`src/pkg/assd_defines.vh`:
```
// Constants of the audio serial slot data path: register offsets,
// field positions, reset values and word-length counts.
// Assumes inclusion by bare name from every design file that needs them.
`ifndef ASSD_DEFINES_VH
`define ASSD_DEFINES_VH

// ==========================================================
// Register offsets
`define ASSD_A_RXF       8'h40
`define ASSD_A_RXH_BASE  8'h42
`define ASSD_A_TXF       8'h4A
`define ASSD_A_TXH_BASE  8'h4C
`define ASSD_A_GCFG      8'h54
`define ASSD_A_RXSTAT    8'h58
`define ASSD_A_TXSTAT    8'h5A
`define ASSD_A_CCFG      8'h5C
`define ASSD_A_DCFG      8'h5E

// ==========================================================
// Global configuration fields
`define ASSD_GC_EN        0
`define ASSD_GC_NET       1
`define ASSD_GC_W16       2
`define ASSD_GC_SYNC      3
`define ASSD_GC_TXINT     4
`define ASSD_GC_RXINT     5
`define ASSD_GC_SLOTS_LO  8
`define ASSD_GC_SLOTS_HI  9

// ==========================================================
// Clock configuration fields
`define ASSD_CC_DIV_LO    0
`define ASSD_CC_DIV_HI    7
`define ASSD_CC_FLEN_LO   8
`define ASSD_CC_FLEN_HI   14

// ==========================================================
// Slot assignment and path select fields
`define ASSD_DC_TXSA_LO   0
`define ASSD_DC_TXSA_HI   3
`define ASSD_DC_RXSA_LO   4
`define ASSD_DC_RXSA_HI   7
`define ASSD_DC_TXDS_LO   8
`define ASSD_DC_TXDS_HI   11
`define ASSD_DC_RXDS_LO   12
`define ASSD_DC_RXDS_HI   15

// ==========================================================
// Status fields
`define ASSD_ST_ERR       0
`define ASSD_ST_EMPTY     1
`define ASSD_ST_FULL      2

// ==========================================================
// Reset values and counts
`define ASSD_GCFG_RST     16'h0000
`define ASSD_CCFG_RST     16'h0F03
`define ASSD_DCFG_RST     16'h0011
`define ASSD_WLAST16      4'hF
`define ASSD_WLAST8       4'h7

`endif

```
`src/rtl/assd_top.v`:
```
// Audio serial slot data path: FIFOs, DMA holding registers, shift registers.
// Assumes a single-cycle register port master and pins asynchronous to clk.
//
// Operation
// - Normal mode: each frame sync starts one frame of one slot; all FIFO entries serve it.
// - Eight-bit words keep valid data only in the low byte of each entry.
// - When enabled, each frame sync starts transmit, shifting out on bit clock rising edges.
// - Normal DMA: reload from hold zero, request while empty, resend previous if empty.
// - FIFO transmit: load entry at read pointer after each word, then advance it.
// - Bus write to transmit FIFO port stores at write pointer, then advances it.
// - Equal pointers: empty after last transfer out, full after last bus write.
// - Underrun: read pointer back one, resend previous word, set underrun flag.
// - Clocks and frame syncs are generated internally or supplied by the partner.
// - Receive samples on falling bit clock after frame sync; sync mode uses transmit ones.
// - Normal DMA: completed word to receive hold zero, request while full, overwrite.
// - FIFO receive: completed word stored at write pointer, then pointer advances.
// - Bus read of receive FIFO port returns entry at read pointer, then advances.
// - Word completing into full receive FIFO is discarded and sets the overrun flag.
// - Network mode: frame of up to four slots, taking part only in assigned slots.
// - Network mode: transmit pin driven only in assigned slots, released otherwise.
// - Network DMA: slot word from its hold register, request while empty, resend.
// - Network FIFO: consecutive assigned slots use consecutive FIFO entries.
// - Receive captures every slot; only assigned slots are moved and requested.
// - Network DMA: slot word to its receive hold, request while full, overwrite.
// - Per-slot select bit: zero uses the FIFO, one uses the slot hold register.
// - Sync mode receiver uses transmit bit clock and frame sync.
`timescale 1ns/10ps
`default_nettype none
`include "assd_defines.vh"

module assd_top (
  input  wire        clk,
  input  wire        srst,
  input  wire [7:0]  bus_addr,
  input  wire [15:0] bus_wdata,
  input  wire        bus_wr,
  input  wire        bus_rd,
  output reg  [15:0] bus_rdata,
  input  wire        tx_bit_clock_pin_in,
  output reg         tx_bit_clock_pin_out,
  output reg         tx_bit_clock_pin_oe_n,
  input  wire        tx_frame_sync_pin_in,
  output reg         tx_frame_sync_pin_out,
  output reg         tx_frame_sync_pin_oe_n,
  input  wire        rx_bit_clock_pin_in,
  output reg         rx_bit_clock_pin_out,
  output reg         rx_bit_clock_pin_oe_n,
  input  wire        rx_frame_sync_pin_in,
  output reg         rx_frame_sync_pin_out,
  output reg         rx_frame_sync_pin_oe_n,
  input  wire        serial_rx_data_pin,
  output reg         serial_tx_data_pin_out,
  output reg         serial_tx_data_pin_oe_n,
  output reg  [3:0]  tx_dma_req,
  output reg  [3:0]  rx_dma_req
);

  // ==========================================================
  // Functions
  function [3:0] assd_inc;
    input [3:0] p;
    begin
      assd_inc = p + 4'h1;
    end
  endfunction

  // Hold register decode: bit 2 hit, bits 1:0 slot
  function [2:0] assd_hold_dec;
    input [7:0] a;
    input [7:0] base;
    reg   [7:0] off;
    begin
      off = a - base;
      assd_hold_dec = {(off[7:3] == 5'h00) && !off[0] && (off[2:1] != 2'h3 || off[2:0] == 3'h6),
                       off[2:1]};
    end
  endfunction

  function [15:0] assd_mask;
    input [15:0] w;
    input        w16;
    begin
      assd_mask = w16 ? w : {8'h00, w[7:0]};
    end
  endfunction

  // ==========================================================
  // Configuration and state
  reg  [15:0] gcfg;
  reg  [15:0] ccfg;
  reg  [15:0] dcfg;
  reg  [15:0] tx_mem [0:15];
  reg  [15:0] rx_mem [0:15];
  reg  [3:0]  tx_read_ptr;
  reg  [3:0]  tx_write_ptr;
  reg         tx_last_wr;
  reg  [3:0]  rx_read_ptr;
  reg  [3:0]  rx_write_ptr;
  reg         rx_last_wr;
  reg         tx_underrun_flag;
  reg         rx_overrun_flag;
  reg  [15:0] tx_slot_dma_hold [0:3];
  reg  [15:0] rx_slot_dma_hold [0:3];
  reg  [3:0]  tx_hold_full;
  reg  [3:0]  rx_hold_full;
  reg  [15:0] tx_shift_reg;
  reg  [15:0] rx_shift_reg;
  reg  [3:0]  tx_bit;
  reg  [1:0]  tx_slot;
  reg         tx_act;
  reg         tx_drive;
  reg         tx_pend;
  reg  [3:0]  rx_bit;
  reg  [1:0]  rx_slot;
  reg         rx_act;
  reg         rx_pend;
  reg  [7:0]  div_cnt;
  reg         int_sck;
  reg         int_rise;
  reg         int_fall;
  reg  [6:0]  frame_cnt;
  reg         int_fs;
  reg         int_fs_rise;

  wire        en      = gcfg[`ASSD_GC_EN];
  wire        net     = gcfg[`ASSD_GC_NET];
  wire        w16     = gcfg[`ASSD_GC_W16];
  wire        syncm   = gcfg[`ASSD_GC_SYNC];
  wire        tx_int  = gcfg[`ASSD_GC_TXINT];
  wire        rx_int  = gcfg[`ASSD_GC_RXINT];
  wire [1:0]  nlast   = net ? gcfg[`ASSD_GC_SLOTS_HI:`ASSD_GC_SLOTS_LO] : 2'h0;
  wire [3:0]  wlast   = w16 ? `ASSD_WLAST16 : `ASSD_WLAST8;
  wire [3:0]  tx_sa   = dcfg[`ASSD_DC_TXSA_HI:`ASSD_DC_TXSA_LO];
  wire [3:0]  rx_sa   = dcfg[`ASSD_DC_RXSA_HI:`ASSD_DC_RXSA_LO];
  wire [3:0]  tx_ds   = dcfg[`ASSD_DC_TXDS_HI:`ASSD_DC_TXDS_LO];
  wire [3:0]  rx_ds   = dcfg[`ASSD_DC_RXDS_HI:`ASSD_DC_RXDS_LO];
  wire        tx_empty = (tx_read_ptr == tx_write_ptr) && !tx_last_wr;
  wire        tx_full  = (tx_read_ptr == tx_write_ptr) && tx_last_wr;
  wire        rx_empty = (rx_read_ptr == rx_write_ptr) && !rx_last_wr;
  wire        rx_full  = (rx_read_ptr == rx_write_ptr) && rx_last_wr;
  wire [2:0]  txh_dec  = assd_hold_dec(bus_addr, `ASSD_A_TXH_BASE);
  wire [2:0]  rxh_dec  = assd_hold_dec(bus_addr, `ASSD_A_RXH_BASE);

  // ==========================================================
  // Pin synchronisers
  wire [4:0]  s_q;
  wire [4:0]  s_rise;
  wire [4:0]  s_fall;

  assd_sync #(.W(5)) u_sync (
    .clk  (clk),
    .srst (srst),
    .d    ({serial_rx_data_pin, rx_frame_sync_pin_in, rx_bit_clock_pin_in,
            tx_frame_sync_pin_in, tx_bit_clock_pin_in}),
    .q    (s_q),
    .rise (s_rise),
    .fall (s_fall)
  );

  wire tx_rise  = tx_int ? int_rise : s_rise[0];
  wire tx_fall  = tx_int ? int_fall : s_fall[0];
  wire tx_fsr   = tx_int ? int_fs_rise : s_rise[1];
  wire rx_rise  = syncm ? tx_rise : (rx_int ? int_rise : s_rise[2]);
  wire rx_fall  = syncm ? tx_fall : (rx_int ? int_fall : s_fall[2]);
  wire rx_fsr   = syncm ? tx_fsr : (rx_int ? int_fs_rise : s_rise[3]);

  // ==========================================================
  // Internal bit clock and frame sync
  always @(posedge clk) begin
    if (srst) begin
      div_cnt     <= 8'h00;
      int_sck     <= 1'b0;
      int_rise    <= 1'b0;
      int_fall    <= 1'b0;
      frame_cnt   <= 7'h00;
      int_fs      <= 1'b0;
      int_fs_rise <= 1'b0;
    end else begin
      int_rise    <= 1'b0;
      int_fall    <= 1'b0;
      int_fs_rise <= 1'b0;
      if (!en) begin
        div_cnt   <= 8'h00;
        int_sck   <= 1'b0;
        frame_cnt <= 7'h00;
        int_fs    <= 1'b0;
      end else if (div_cnt == ccfg[`ASSD_CC_DIV_HI:`ASSD_CC_DIV_LO]) begin
        div_cnt <= 8'h00;
        int_sck <= ~int_sck;
        if (!int_sck) begin
          int_rise <= 1'b1;
          if (frame_cnt == ccfg[`ASSD_CC_FLEN_HI:`ASSD_CC_FLEN_LO]) begin
            frame_cnt   <= 7'h00;
            int_fs      <= 1'b1;
            int_fs_rise <= ~int_fs;
          end else begin
            frame_cnt <= frame_cnt + 7'h01;
            int_fs    <= 1'b0;
          end
        end else begin
          int_fall <= 1'b1;
        end
      end else begin
        div_cnt <= div_cnt + 8'h01;
      end
    end
  end

  // ==========================================================
  // Transmit load decision
  wire        tx_start = en && tx_rise && tx_pend;
  wire        tx_next  = en && tx_rise && !tx_pend && tx_act && tx_bit == wlast
                         && tx_slot != nlast;
  wire        tx_ld    = tx_start || tx_next;
  wire [1:0]  ld_slot  = tx_start ? 2'h0 : tx_slot + 2'h1;
  // slot assignment, normal mode only slot zero
  wire        tx_asg   = net ? tx_sa[ld_slot] : 1'b1;
  wire        tx_dsel  = net ? tx_ds[ld_slot] : tx_ds[0];
  wire        tx_frd   = tx_ld && tx_asg && !tx_dsel;
  wire        tx_drd   = tx_ld && tx_asg && tx_dsel;
  wire        tx_fwr   = bus_wr && bus_addr == `ASSD_A_TXF;
  wire [15:0] tx_fword = tx_empty ? tx_mem[tx_read_ptr - 4'h1] : tx_mem[tx_read_ptr];
  // hold keeps previous word while empty
  wire [15:0] tx_word  = tx_dsel ? tx_slot_dma_hold[ld_slot] : tx_fword;
  wire        tx_ufl   = tx_frd && tx_empty;

  // ==========================================================
  // Transmit shifter
  always @(posedge clk) begin
    if (srst) begin
      tx_shift_reg <= 16'h0000;
      tx_bit       <= 4'h0;
      tx_slot      <= 2'h0;
      tx_act       <= 1'b0;
      tx_drive     <= 1'b0;
      tx_pend      <= 1'b0;
    end else begin
      tx_pend <= en && (tx_fsr || (tx_pend && !tx_rise));
      if (!en) begin
        tx_act   <= 1'b0;
        tx_drive <= 1'b0;
      end else if (tx_ld) begin
        // word starts at a rising edge after frame sync, or at the rising edge ending the previous slot's last bit
        tx_shift_reg <= assd_mask(tx_word, w16);
        tx_bit       <= 4'h0;
        tx_slot      <= ld_slot;
        tx_act       <= 1'b1;
        tx_drive     <= tx_asg;
      end else if (tx_rise && tx_act) begin
        if (tx_bit == wlast) begin
          tx_act   <= 1'b0;
          tx_drive <= 1'b0;
        end else begin
          tx_shift_reg <= {tx_shift_reg[14:0], 1'b0};
          tx_bit       <= tx_bit + 4'h1;
        end
      end
    end
  end

  // ==========================================================
  // Transmit FIFO and holds
  always @(posedge clk) begin
    if (tx_fwr) begin
      tx_mem[tx_write_ptr] <= bus_wdata;
    end
  end

  always @(posedge clk) begin
    if (srst) begin
      tx_read_ptr      <= 4'h0;
      tx_write_ptr     <= 4'h0;
      tx_last_wr       <= 1'b0;
      tx_underrun_flag <= 1'b0;
      tx_hold_full     <= 4'h0;
    end else begin
      // advance write pointer, wraps at sixteen
      if (tx_fwr) begin
        tx_write_ptr <= assd_inc(tx_write_ptr);
      end
      // step back on underrun, advance after load, next entry
      if (tx_ufl) begin
        tx_read_ptr <= tx_read_ptr + 4'hF;
      end else if (tx_frd) begin
        tx_read_ptr <= assd_inc(tx_read_ptr);
      end
      if (tx_fwr && !tx_frd) begin
        tx_last_wr <= 1'b1;
      end else if (tx_frd && !tx_fwr) begin
        tx_last_wr <= 1'b0;
      end
      // sticky underrun, set wins over clear
      tx_underrun_flag <= tx_ufl || (tx_underrun_flag
                          && !(bus_wr && bus_addr == `ASSD_A_TXSTAT && bus_wdata[`ASSD_ST_ERR]));
      // hold empty after load, full after bus write
      tx_hold_full <= (tx_hold_full & ~({3'h0, tx_drd} << ld_slot))
                      | ({3'h0, bus_wr && txh_dec[2]} << txh_dec[1:0]);
    end
  end

  always @(posedge clk) begin
    if (bus_wr && txh_dec[2]) begin
      tx_slot_dma_hold[txh_dec[1:0]] <= bus_wdata;
    end
  end

  // ==========================================================
  // Receive shifter
  wire [15:0] rx_word = assd_mask({rx_shift_reg[14:0], s_q[4]}, w16);
  wire        rx_done = en && rx_fall && rx_act && rx_bit == wlast;
  wire        rx_asg  = net ? rx_sa[rx_slot] : 1'b1;
  wire        rx_dsel = net ? rx_ds[rx_slot] : rx_ds[0];
  wire        rx_fwr  = rx_done && rx_asg && !rx_dsel;
  wire        rx_dwr  = rx_done && rx_asg && rx_dsel;
  wire        rx_frd  = bus_rd && bus_addr == `ASSD_A_RXF;
  wire        rx_ofl  = rx_fwr && rx_full;

  always @(posedge clk) begin
    if (srst) begin
      rx_shift_reg <= 16'h0000;
      rx_bit       <= 4'h0;
      rx_slot      <= 2'h0;
      rx_act       <= 1'b0;
      rx_pend      <= 1'b0;
    end else begin
      rx_pend <= en && (rx_fsr || (rx_pend && !rx_rise));
      if (!en) begin
        rx_act <= 1'b0;
      end else if (rx_rise && rx_pend) begin
        rx_bit  <= 4'h0;
        rx_slot <= 2'h0;
        rx_act  <= 1'b1;
      end else if (rx_fall && rx_act) begin
        // sample on falling edge, every slot captured
        rx_shift_reg <= {rx_shift_reg[14:0], s_q[4]};
        if (rx_bit == wlast) begin
          rx_bit  <= 4'h0;
          rx_slot <= rx_slot + 2'h1;
          rx_act  <= rx_slot != nlast;
        end else begin
          rx_bit <= rx_bit + 4'h1;
        end
      end
    end
  end

  // ==========================================================
  // Receive FIFO and holds
  always @(posedge clk) begin
    if (rx_fwr && !rx_full) begin
      // store at write pointer, low byte only in 8-bit mode
      rx_mem[rx_write_ptr] <= rx_word;
    end
  end

  always @(posedge clk) begin
    if (rx_dwr) begin
      rx_slot_dma_hold[rx_slot] <= rx_word;
    end
  end

  always @(posedge clk) begin
    if (srst) begin
      rx_read_ptr     <= 4'h0;
      rx_write_ptr    <= 4'h0;
      rx_last_wr      <= 1'b0;
      rx_overrun_flag <= 1'b0;
      rx_hold_full    <= 4'h0;
    end else begin
      // pointer kept on overrun, next entry per slot
      if (rx_fwr && !rx_full) begin
        rx_write_ptr <= assd_inc(rx_write_ptr);
      end
      if (rx_frd) begin
        rx_read_ptr <= assd_inc(rx_read_ptr);
      end
      if (rx_fwr && !rx_full && !rx_frd) begin
        rx_last_wr <= 1'b1;
      end else if (rx_frd && !(rx_fwr && !rx_full)) begin
        rx_last_wr <= 1'b0;
      end
      // sticky overrun, set wins over clear
      rx_overrun_flag <= rx_ofl || (rx_overrun_flag
                         && !(bus_wr && bus_addr == `ASSD_A_RXSTAT && bus_wdata[`ASSD_ST_ERR]));
      // full on word, empty on bus read, set wins
      rx_hold_full <= (rx_hold_full & ~({3'h0, bus_rd && rxh_dec[2]} << rxh_dec[1:0]))
                      | ({3'h0, rx_dwr} << rx_slot);
    end
  end

  // ==========================================================
  // Register port
  always @(posedge clk) begin
    if (srst) begin
      gcfg      <= `ASSD_GCFG_RST;
      ccfg      <= `ASSD_CCFG_RST;
      dcfg      <= `ASSD_DCFG_RST;
      bus_rdata <= 16'h0000;
    end else begin
      if (bus_wr && bus_addr == `ASSD_A_GCFG) begin
        gcfg <= bus_wdata;
      end
      if (bus_wr && bus_addr == `ASSD_A_CCFG) begin
        ccfg <= bus_wdata;
      end
      if (bus_wr && bus_addr == `ASSD_A_DCFG) begin
        dcfg <= bus_wdata;
      end
      if (bus_rd) begin
        if (rx_frd) begin
          bus_rdata <= rx_mem[rx_read_ptr];
        end else if (rxh_dec[2]) begin
          bus_rdata <= rx_slot_dma_hold[rxh_dec[1:0]];
        end else if (txh_dec[2]) begin
          bus_rdata <= tx_slot_dma_hold[txh_dec[1:0]];
        end else if (bus_addr == `ASSD_A_GCFG) begin
          bus_rdata <= gcfg;
        end else if (bus_addr == `ASSD_A_CCFG) begin
          bus_rdata <= ccfg;
        end else if (bus_addr == `ASSD_A_DCFG) begin
          bus_rdata <= dcfg;
        end else if (bus_addr == `ASSD_A_TXSTAT) begin
          bus_rdata <= {tx_write_ptr, tx_read_ptr, 5'h00, tx_full, tx_empty, tx_underrun_flag};
        end else if (bus_addr == `ASSD_A_RXSTAT) begin
          bus_rdata <= {rx_write_ptr, rx_read_ptr, 5'h00, rx_full, rx_empty, rx_overrun_flag};
        end else begin
          bus_rdata <= 16'h0000;
        end
      end else begin
        bus_rdata <= 16'h0000;
      end
    end
  end

  // ==========================================================
  // Pin and request outputs
  always @(posedge clk) begin
    if (srst) begin
      tx_bit_clock_pin_out    <= 1'b0;
      tx_bit_clock_pin_oe_n   <= 1'b1;
      tx_frame_sync_pin_out   <= 1'b0;
      tx_frame_sync_pin_oe_n  <= 1'b1;
      rx_bit_clock_pin_out    <= 1'b0;
      rx_bit_clock_pin_oe_n   <= 1'b1;
      rx_frame_sync_pin_out   <= 1'b0;
      rx_frame_sync_pin_oe_n  <= 1'b1;
      serial_tx_data_pin_out  <= 1'b0;
      serial_tx_data_pin_oe_n <= 1'b1;
      tx_dma_req              <= 4'h0;
      rx_dma_req              <= 4'h0;
    end else begin
      tx_bit_clock_pin_out    <= int_sck;
      tx_bit_clock_pin_oe_n   <= !(en && tx_int);
      tx_frame_sync_pin_out   <= int_fs;
      tx_frame_sync_pin_oe_n  <= !(en && tx_int);
      rx_bit_clock_pin_out    <= int_sck;
      rx_bit_clock_pin_oe_n   <= !(en && rx_int && !syncm);
      rx_frame_sync_pin_out   <= int_fs;
      rx_frame_sync_pin_oe_n  <= !(en && rx_int && !syncm);
      serial_tx_data_pin_out  <= w16 ? tx_shift_reg[15] : tx_shift_reg[7];
      serial_tx_data_pin_oe_n <= !(tx_act && tx_drive);
      // request while hold empty, while hold full
      tx_dma_req <= {4{en}} & tx_ds & (net ? 4'hF : 4'h1) & ~tx_hold_full;
      rx_dma_req <= {4{en}} & rx_ds & (net ? 4'hF : 4'h1) & rx_hold_full;
    end
  end

endmodule

`default_nettype wire

```
`src/rtl/assd_sync.v`:
```
// Two-stage synchroniser with edge detection for pin inputs.
// Assumes inputs are asynchronous to clk; outputs are on clk.
`timescale 1ns/10ps
`default_nettype none

module assd_sync #(
  parameter W = 1
) (
  input  wire         clk,
  input  wire         srst,
  input  wire [W-1:0] d,
  output wire [W-1:0] q,
  output wire [W-1:0] rise,
  output wire [W-1:0] fall
);

  reg [W-1:0] meta;
  reg [W-1:0] stab;
  reg [W-1:0] prev;

  // ==========================================================
  // Synchroniser chain
  always @(posedge clk) begin
    if (srst) begin
      meta <= {W{1'b0}};
      stab <= {W{1'b0}};
      prev <= {W{1'b0}};
    end else begin
      meta <= d;
      stab <= meta;
      prev <= stab;
    end
  end

  assign q    = stab;
  assign rise = stab & ~prev;
  assign fall = ~stab & prev;

endmodule

`default_nettype wire

```
`config.mk`:
```
export PLATFORM = sky130hd
export DESIGN_NAME = assd_top
export DESIGN_NICKNAME = d
export VERILOG_FILES = /design/src/rtl/assd_top.v /design/src/rtl/assd_sync.v
export VERILOG_INCLUDE_DIRS = /design/src /design/src/pkg
export SDC_FILE = /design/constraint.sdc
export NUM_CORES = 1
export LEC_CHECK = 0
export ABC_AREA = 1
export BUFFER_PORTS_ARGS = -buffer_cell sky130_fd_sc_hd__buf_2
export CAP_MARGIN = 20
export CORE_MARGIN = 10
export CORE_UTILIZATION = 35
export DETAILED_ROUTE_END_ITERATION = 7
export PLACE_DENSITY_LB_ADDON = 0.1
export SETUP_SLACK_MARGIN = 0.2
export SYNTH_ARGS = -nofsm -noshare
export SYNTH_HDL_FRONTEND = slang
export SYNTH_SLANG_ARGS = --single-unit
```
`constraint.sdc`:
```
create_clock -name clk -period 3.4 [get_ports clk]
set_input_delay 0.17 -clock clk [delete_from_list [all_inputs] [get_ports clk]]
set_output_delay 0.17 -clock clk [all_outputs]
set_load 0.01 [all_outputs]
```
==> results.json, run 1 <==
{
  "period_share": 0.867,
  "cts_made_buffers": 95,
  "worst_pin_slew_ns": 1.21,
  "row_count": 119,
  "area_growth_pct": 14.6,
  "place_ws_ns": 0.415,
  "synthXorXnorAreaFrac": 0.00727,
  "maxSlewHeadroom": 0.191,
  "syn_inst": 3681,
  "fillers": 10315,
  "cts_setup_buffers": 0,
  "drt-wirelength-per-cell_microns": 23.5,
  "grt_pass1_wl_mm": 181,
  "top_level_ports": 67,
  "antenna_found_initial": 2,
  "top_regs": "rx_mem (256), tx_mem (256)",
  "overflow": 0,
  "timing.fmax_mhz": 339,
  "critical_path_arrival_ns": 3.28,
  "synth_seq_cells": 836,
  "holdPathStages": 1,
  "initial_core_util": 0.354,
  "clockBufferDepth": 3,
  "cpMostUsedCell": "nand2_1",
  "yosysSeqAreaShare": 0.620,
  "hpwl_mm": 77.2,
  "ir_worst_vdd_v": 0.000343,
  "root_buffer": "clkbuf_16",
  "hold_viol": 0,
  "avgSynthCellArea_sq_um": 10.1,
  "worst-r2r-cell-count": 9,
  "syn_nets": 3745,
  "power_density_mw_per_mm2": 502,
  "synthMuxAreaShare": 0.00938,
  "vias": 28019,
  "fin_worst_skew_ns": 0.0411,
  "rsz0062_at_grt": "false",
  "cp_cell_sequence": "clkinv_1 -> o211ai_1 -> a21oi_1 -> nor3_2 -> nand2_1 -> nor2_4 -> nand2_1 -> nor2_2 -> buf_4",
  "cts_tree": "built",
  "grt_pass1_vias": 26897,
  "outcome": "finished, final reports clean",
  "path_delay_family": "simple AND/OR/NAND/NOR gates",
  "slowest_delay_ns": 0.44,
  "dieHeight_microns": 347,
  "numPortBuffers": 66,
  "worstPathRequired_ns": 3.73,
  "rr_startpoint": "rx_slot[1]",
  "synthFlopType": "edfxtp_1",
  "dieArea_sq_mm": 0.120,
  "final_nets": 3803,
  "yosys.area_share.simple": 0.128,
  "clk_latency_ns": 0.69,
  "synth_compound_area_frac": 0.166,
  "drt_iter0_drc": 2511,
  "synth_adder_area_share": 0.0104,
  "postRouteAntennaNets": 0,
  "p_leak_nw": 15.6,
  "path_clk_slew_ns": 0.06,
  "globalplace.congestion": 0.848,
  "fin_crit_ns": 2.95,
  "drt_wl_total_mm": 123,
  "reg2reg_to": "rx_mem[10][0]",
  "setup_viol": 0,
  "critPathLaunch": "rx_slot[1]",
  "fin_ws_ns": 0.452,
  "hold_end": "tx_mem[10][3]",
  "track_usage": 0.197,
  "cts_sinks": 836,
  "crit_buf_inv": 2,
  "drc": 0,
  "path_max_fanout": 16,
  "cap_violations": 0,
  "finalCoreUtilization": 0.406,
  "synth.distinct_cells": 54,
  "via_per_inst": 5.38,
  "cp-end-kind": "register",
  "min_path_type": "input port to register",
  "htree_levels": 3,
  "hp-start": "bus_wdata[3]",
  "synth_edf_count": 640,
  "synthArstFlopShare": 0,
  "start_kind": "register",
  "crit_type": "register to register",
  "cpMaxStageDelayCell": "dfxtp_1",
  "r2r_slack_ns": 0.45,
  "die_w_microns": 347,
  "core-area_sq_mm": 0.106,
  "yosysWarnings": 0,
  "grt_max_degree": 90,
  "setup_tns_ns": 0,
  "drv_slew": 0,
  "synth_top_family_by_area": "compound AO/OA/AOI/OAI gates",
  "first_pass_iters": 5,
  "syn_area_sq_mm": 0.0374,
  "drive_gt1_frac": 0.113
}
## metal layers
metal / vias to the layer above / GRT usage / part of all wire
met5: - / 0 / 0
met1: 13807 / 0.277 / 0.46
met2: 815 / 0.320 / 0.47
li1: 13236 / - / -
met4: 0 / 0.0503 / 0.020
met3: 161 / 0.0262 / 0.052
## per-stage QoR
step                      total power [mW]  area [sq um]  instances  hold WS, ns
after floorplan                       11.3         37400       3681        0.269
after global placement                11.6         39600       5020        0.372
after detailed placement              11.5         39600       5020        0.378
after CTS                             21.7         42800       5207      0.00338
after global routing                  22.1         42800       5208       0.0392
final                                 21.5         42800       5209       0.0385
## worst max path at each step
stage                                  end  cells after the start
floorplan           tx_slot_dma_hold[1][0]                     10
global placement              rx_mem[1][4]                      9
detailed placement           rx_mem[1][14]                      9
CTS                          rx_mem[13][8]                      9
global route                rx_mem[12][10]                      9
finish                       rx_mem[10][0]                      9
## power by group
part           switching (mW)  internal (mW)
registers             0.00727           10.9
clock network            4.31           5.85
logic                   0.316         0.0956
total                    4.63           16.9
## synthesized netlist by cell type (2+ instances only)
| cell | count | area share |
|---|---|---|
| o311ai_0 | 3 | 0.00070 |
| o32ai_1 | 30 | 0.0070 |
| a21oi_1 | 347 | 0.046 |
| mux2i_1 | 35 | 0.0094 |
| edfxtp_1 | 640 | 0.51 |
| buf_1 | 20 | 0.0020 |
| inv_2 | 16 | 0.0016 |
| o22ai_1 | 19 | 0.0032 |
| o21bai_1 | 4 | 0.00080 |
| xnor2_1 | 2 | 0.00047 |
| nand4_1 | 11 | 0.0018 |
| nor3_1 | 20 | 0.0027 |
| a211oi_1 | 3 | 0.00060 |
| buf_4 | 11 | 0.0022 |
| a32o_1 | 11 | 0.0029 |
| nor3b_1 | 5 | 0.0010 |
| nor2_1 | 420 | 0.042 |
| nor2_2 | 4 | 0.00067 |
| a22oi_1 | 3 | 0.00060 |
| inv_1 | 291 | 0.029 |
| clkbuf_1 | 137 | 0.014 |
| clkinv_1 | 4 | 0.00040 |
| o31ai_1 | 4 | 0.00080 |
| nor4_1 | 4 | 0.00067 |
| o211ai_1 | 158 | 0.032 |
| nand2_1 | 397 | 0.040 |
| o221ai_1 | 51 | 0.012 |
| nor2_4 | 2 | 0.00060 |
| ha_1 | 31 | 0.010 |
| clkbuf_2 | 2 | 0.00027 |
| buf_2 | 67 | 0.0090 |
| xor2_1 | 24 | 0.0056 |
| nor3_2 | 2 | 0.00054 |
| or2_2 | 13 | 0.0022 |
| o21ai_0 | 416 | 0.056 |
| nand3_2 | 2 | 0.00054 |
| nand3b_1 | 2 | 0.00040 |
| nand3_1 | 234 | 0.031 |
| dfxtp_1 | 196 | 0.11 |
| buf_6 | 3 | 0.00090 |
| nand2_2 | 6 | 0.0010 |
| o21ai_1 | 19 | 0.0025 |
## cell type report
| cell class | instances | area (sq um) | share of cell area |
|---|---|---|---|
| Inverter | 311 | 1170 | 0.0274 |
| Clock inverter | 57 | 490 | 0.0115 |
| Sequential cell | 836 | 23200 | 0.541 |
| Antenna cell | 1 | 2.50 | 0.0000585 |
| Clock buffer | 118 | 2580 | 0.0602 |
| Timing Repair Buffer | 201 | 1570 | 0.0366 |
| Tap cell | 1391 | 1740 | 0.0407 |
| Multi-Input combinational cell | 2294 | 12100 | 0.283 |
## cells by family (layout without fill, tap and decap cells)
group	Yosys count	after routing
DFF	836	836
adders and majority gates	31	31
AOI/OAI and AO/OA	1071	1071
and+or+nand+nor	1129	1129
muxes	35	35
other	0	1
buffers and inverters	551	687
xor gates and xnor gates	28	28
## timing repair
action / in CTS / in global routing
endpoints found under the hold margin: 53 / 0
endpoints found under the setup margin: 0 / 52
resized for setup: 0 / 1
hold buffers: 12 / 0
## layout by cell type (no fill, tap or decap), types with 6 or more instances in the layout
master         instances
clkinv_1              19
buf_2                 66
nand4_1               11
dfxtp_1              190
clkbuf_1              15
nor3_1                20
buf_12                14
ha_1                  30
a21oi_1              347
o211ai_1             158
o221ai_1              51
nand2_1              397
edfxtp_1             640
a32o_1                11
o21ai_0              415
inv_1                288
bufinv_16              6
nand2_2                6
clkbuf_16             98
dlygate4sd3_1         12
or2_2                 13
o21ai_1               20
nor2_2                37
o22ai_1               19
nand3_1              234
clkinv_2              30
mux2i_1               35
nor2_1               387
inv_2                 17
xor2_1                24
buf_4                108
o32ai_1               30
Power figures use the tool's default switching activity.
==> inputs of run 2 (changes only) <==
==> constraint.sdc (replaced) <==
create_clock -name clk -period 3.4 [get_ports clk]
set_input_delay 0.51 -clock clk [delete_from_list [all_inputs] [get_ports clk]]
set_output_delay 0.51 -clock clk [all_outputs]
set_load 0.01 [all_outputs]
==> run 2 against run 1 <==
  * Design area increased by 0.75%
  * Via count is 0.46% lower
  * Non-clock buffer count grew 5
  * Hold slack improved by 0.22 ns
  * Largest power group unchanged
==> results.json, run 2 (synthesis gave the netlist of run 1 again) <==
{
  "area_growth_pct": 15.5,
  "fin_ws_ns": 0.522,
  "mostFrequentLayoutCell": "edfxtp_1",
  "rsz0062_at_grt": "false",
  "cts_tree": "built",
  "ir_worst_vdd_v": 0.000616,
  "via_per_inst": 5.34,
  "place_area_sq_mm": 0.0397,
  "outcome": "finished, final reports clean",
  "postRouteAntennaNets": 0,
  "overflow": 0,
  "finalInstanceArea_sq_mm": 0.0431,
  "dieHeight_microns": 347,
  "path_delay_family": "simple AND/OR/NAND/NOR gates",
  "p_leak_nw": 15.7,
  "hpwl_mm": 78.5,
  "track_usage": 0.199,
  "power_density_mw_per_mm2": 515,
  "drv_slew": 0,
  "row_count": 119,
  "worst_pin_slew_ns": 1.31,
  "dp_cells": 5032,
  "grt_pass1_wl_mm": 181,
  "period_share": 0.846,
  "root_buffer": "clkbuf_16",
  "setup_tns_ns": 0,
  "first_pass_iters": 5,
  "holdWs_ns": 0.260,
  "cp-end-kind": "register",
  "cts_made_buffers": 97,
  "initial_core_util": 0.354,
  "htree_levels": 3,
  "path_max_fanout": 16,
  "slowest_delay_ns": 0.47,
  "fillers": 10231,
  "numPortBuffers": 66,
  "cts_resized": 0,
  "finalCoreUtilization": 0.409,
  "cp_cell_sequence": "inv_1 -> o21ai_1 -> inv_1 -> nor2_2 -> nand2_1 -> nor3_2 -> nand2_1 -> nor2_4 -> nand2_1 -> nor2_2 -> buf_4",
  "crit_type": "register to register",
  "antenna_found_initial": 2,
  "power_mw": 22.2,
  "min_path_type": "input port to register",
  "crit_buf_inv": 3,
  "die_w_microns": 347,
  "dieArea_sq_mm": 0.120,
  "drt_iter0_drc": 2644,
  "layout.cells.non_filler": 5222,
  "cpMaxStageDelayCell": "dfxtp_1",
  "core-area_sq_mm": 0.106,
  "drive_gt1_frac": 0.116,
  "drc": 0,
  "fin_crit_ns": 2.88,
  "critical_path_arrival_ns": 3.21,
  "timing.fmax_mhz": 348,
  "worstPathRequired_ns": 3.73,
  "drt-wirelength-per-cell_microns": 23.5,
  "cts_setup_buffers": 0,
  "place_ws_ns": 0.538,
  "start_kind": "register",
  "clockBufferDepth": 3,
  "clk_latency_ns": 0.70,
  "drt_wl_total_mm": 123,
  "top_level_ports": 67,
  "hold_viol": 0,
  "cpMostUsedCell": "nand2_1",
  "cap_violations": 0,
  "maxSlewHeadroom": 0.123,
  "mostFrequentLayoutCells": "edfxtp_1, o21ai_0, nand2_1",
  "path_clk_slew_ns": 0.06,
  "top_regs": "rx_mem (256), tx_mem (256)",
  "globalplace.congestion": 0.870,
  "fin_worst_skew_ns": 0.0602,
  "grt_max_degree": 119,
  "vias": 27891,
  "cts_sinks": 836,
  "setup_viol": 0,
  "grt_pass1_vias": 26880,
  "final_nets": 3810
}
[run 2: changes by cell type in the layout (fill, tap and decap cells not counted), moves of 6 or more]
| cell | change |
|---|---|
| dlygate4sd3_1 | -7 |
| clkbuf_1 | +12 |
| clkinv_2 | -18 |
| clkinv_1 | -6 |
| buf_4 | +9 |
| clkbuf_8 | +9 |
[run 2: what timing repair did]
action                                  CTS  global route
hold buffers                              5             0
hold endpoints to repair                  5             0
endpoints found under the setup margin    0             0
[run 2: metal layers]
layer  up-vias  wire [microns]  GRT usage  share of wire
met2       858           56900      0.321           0.46
met3       172            7330     0.0321          0.060
met5         -               0          0              0
li1      13265               -          -              -
met1     13596           55500      0.274           0.45
met4         0            3060     0.0528          0.025
[run 2: worst min-delay path: cells and delay by family]
kind	cells	cell delay, ns
AOI/OAI and AO/OA	2	0.20
buffers and inverters	1	0.13
and+or+nand+nor	1	0.09
[run 2: power breakdown]
group          switching (mW)  total, mW  internal, mW
combinational           0.313      0.404        0.0905
clock                    4.39       10.9          6.47
sequential            0.00776       10.9          10.9
[run 2: final timing paths]
kind                        from         endpoint  slack [ns]  cells past startpoint
hold reg to reg   u_sync.meta[0]      u_sync.q[0]        0.40                      2
hold / removal            bus_rd  rx_hold_full[2]        0.26                      4
setup / recovery         gcfg[3]    rx_mem[9][14]        0.52                     11
setup reg to reg         gcfg[3]    rx_mem[9][14]        0.52                     11
[run 2: final cells by class]
class                           count  area [sq um]  area share
Antenna cell                        1          2.50   0.0000580
Inverter                          311          1170      0.0272
Multi-Input combinational cell   2294         12100       0.280
Clock inverter                     41           553      0.0128
Timing Repair Buffer              206          1630      0.0377
Clock buffer                      142          2780      0.0645
Tap cell                         1391          1740      0.0404
Sequential cell                   836         23200       0.537
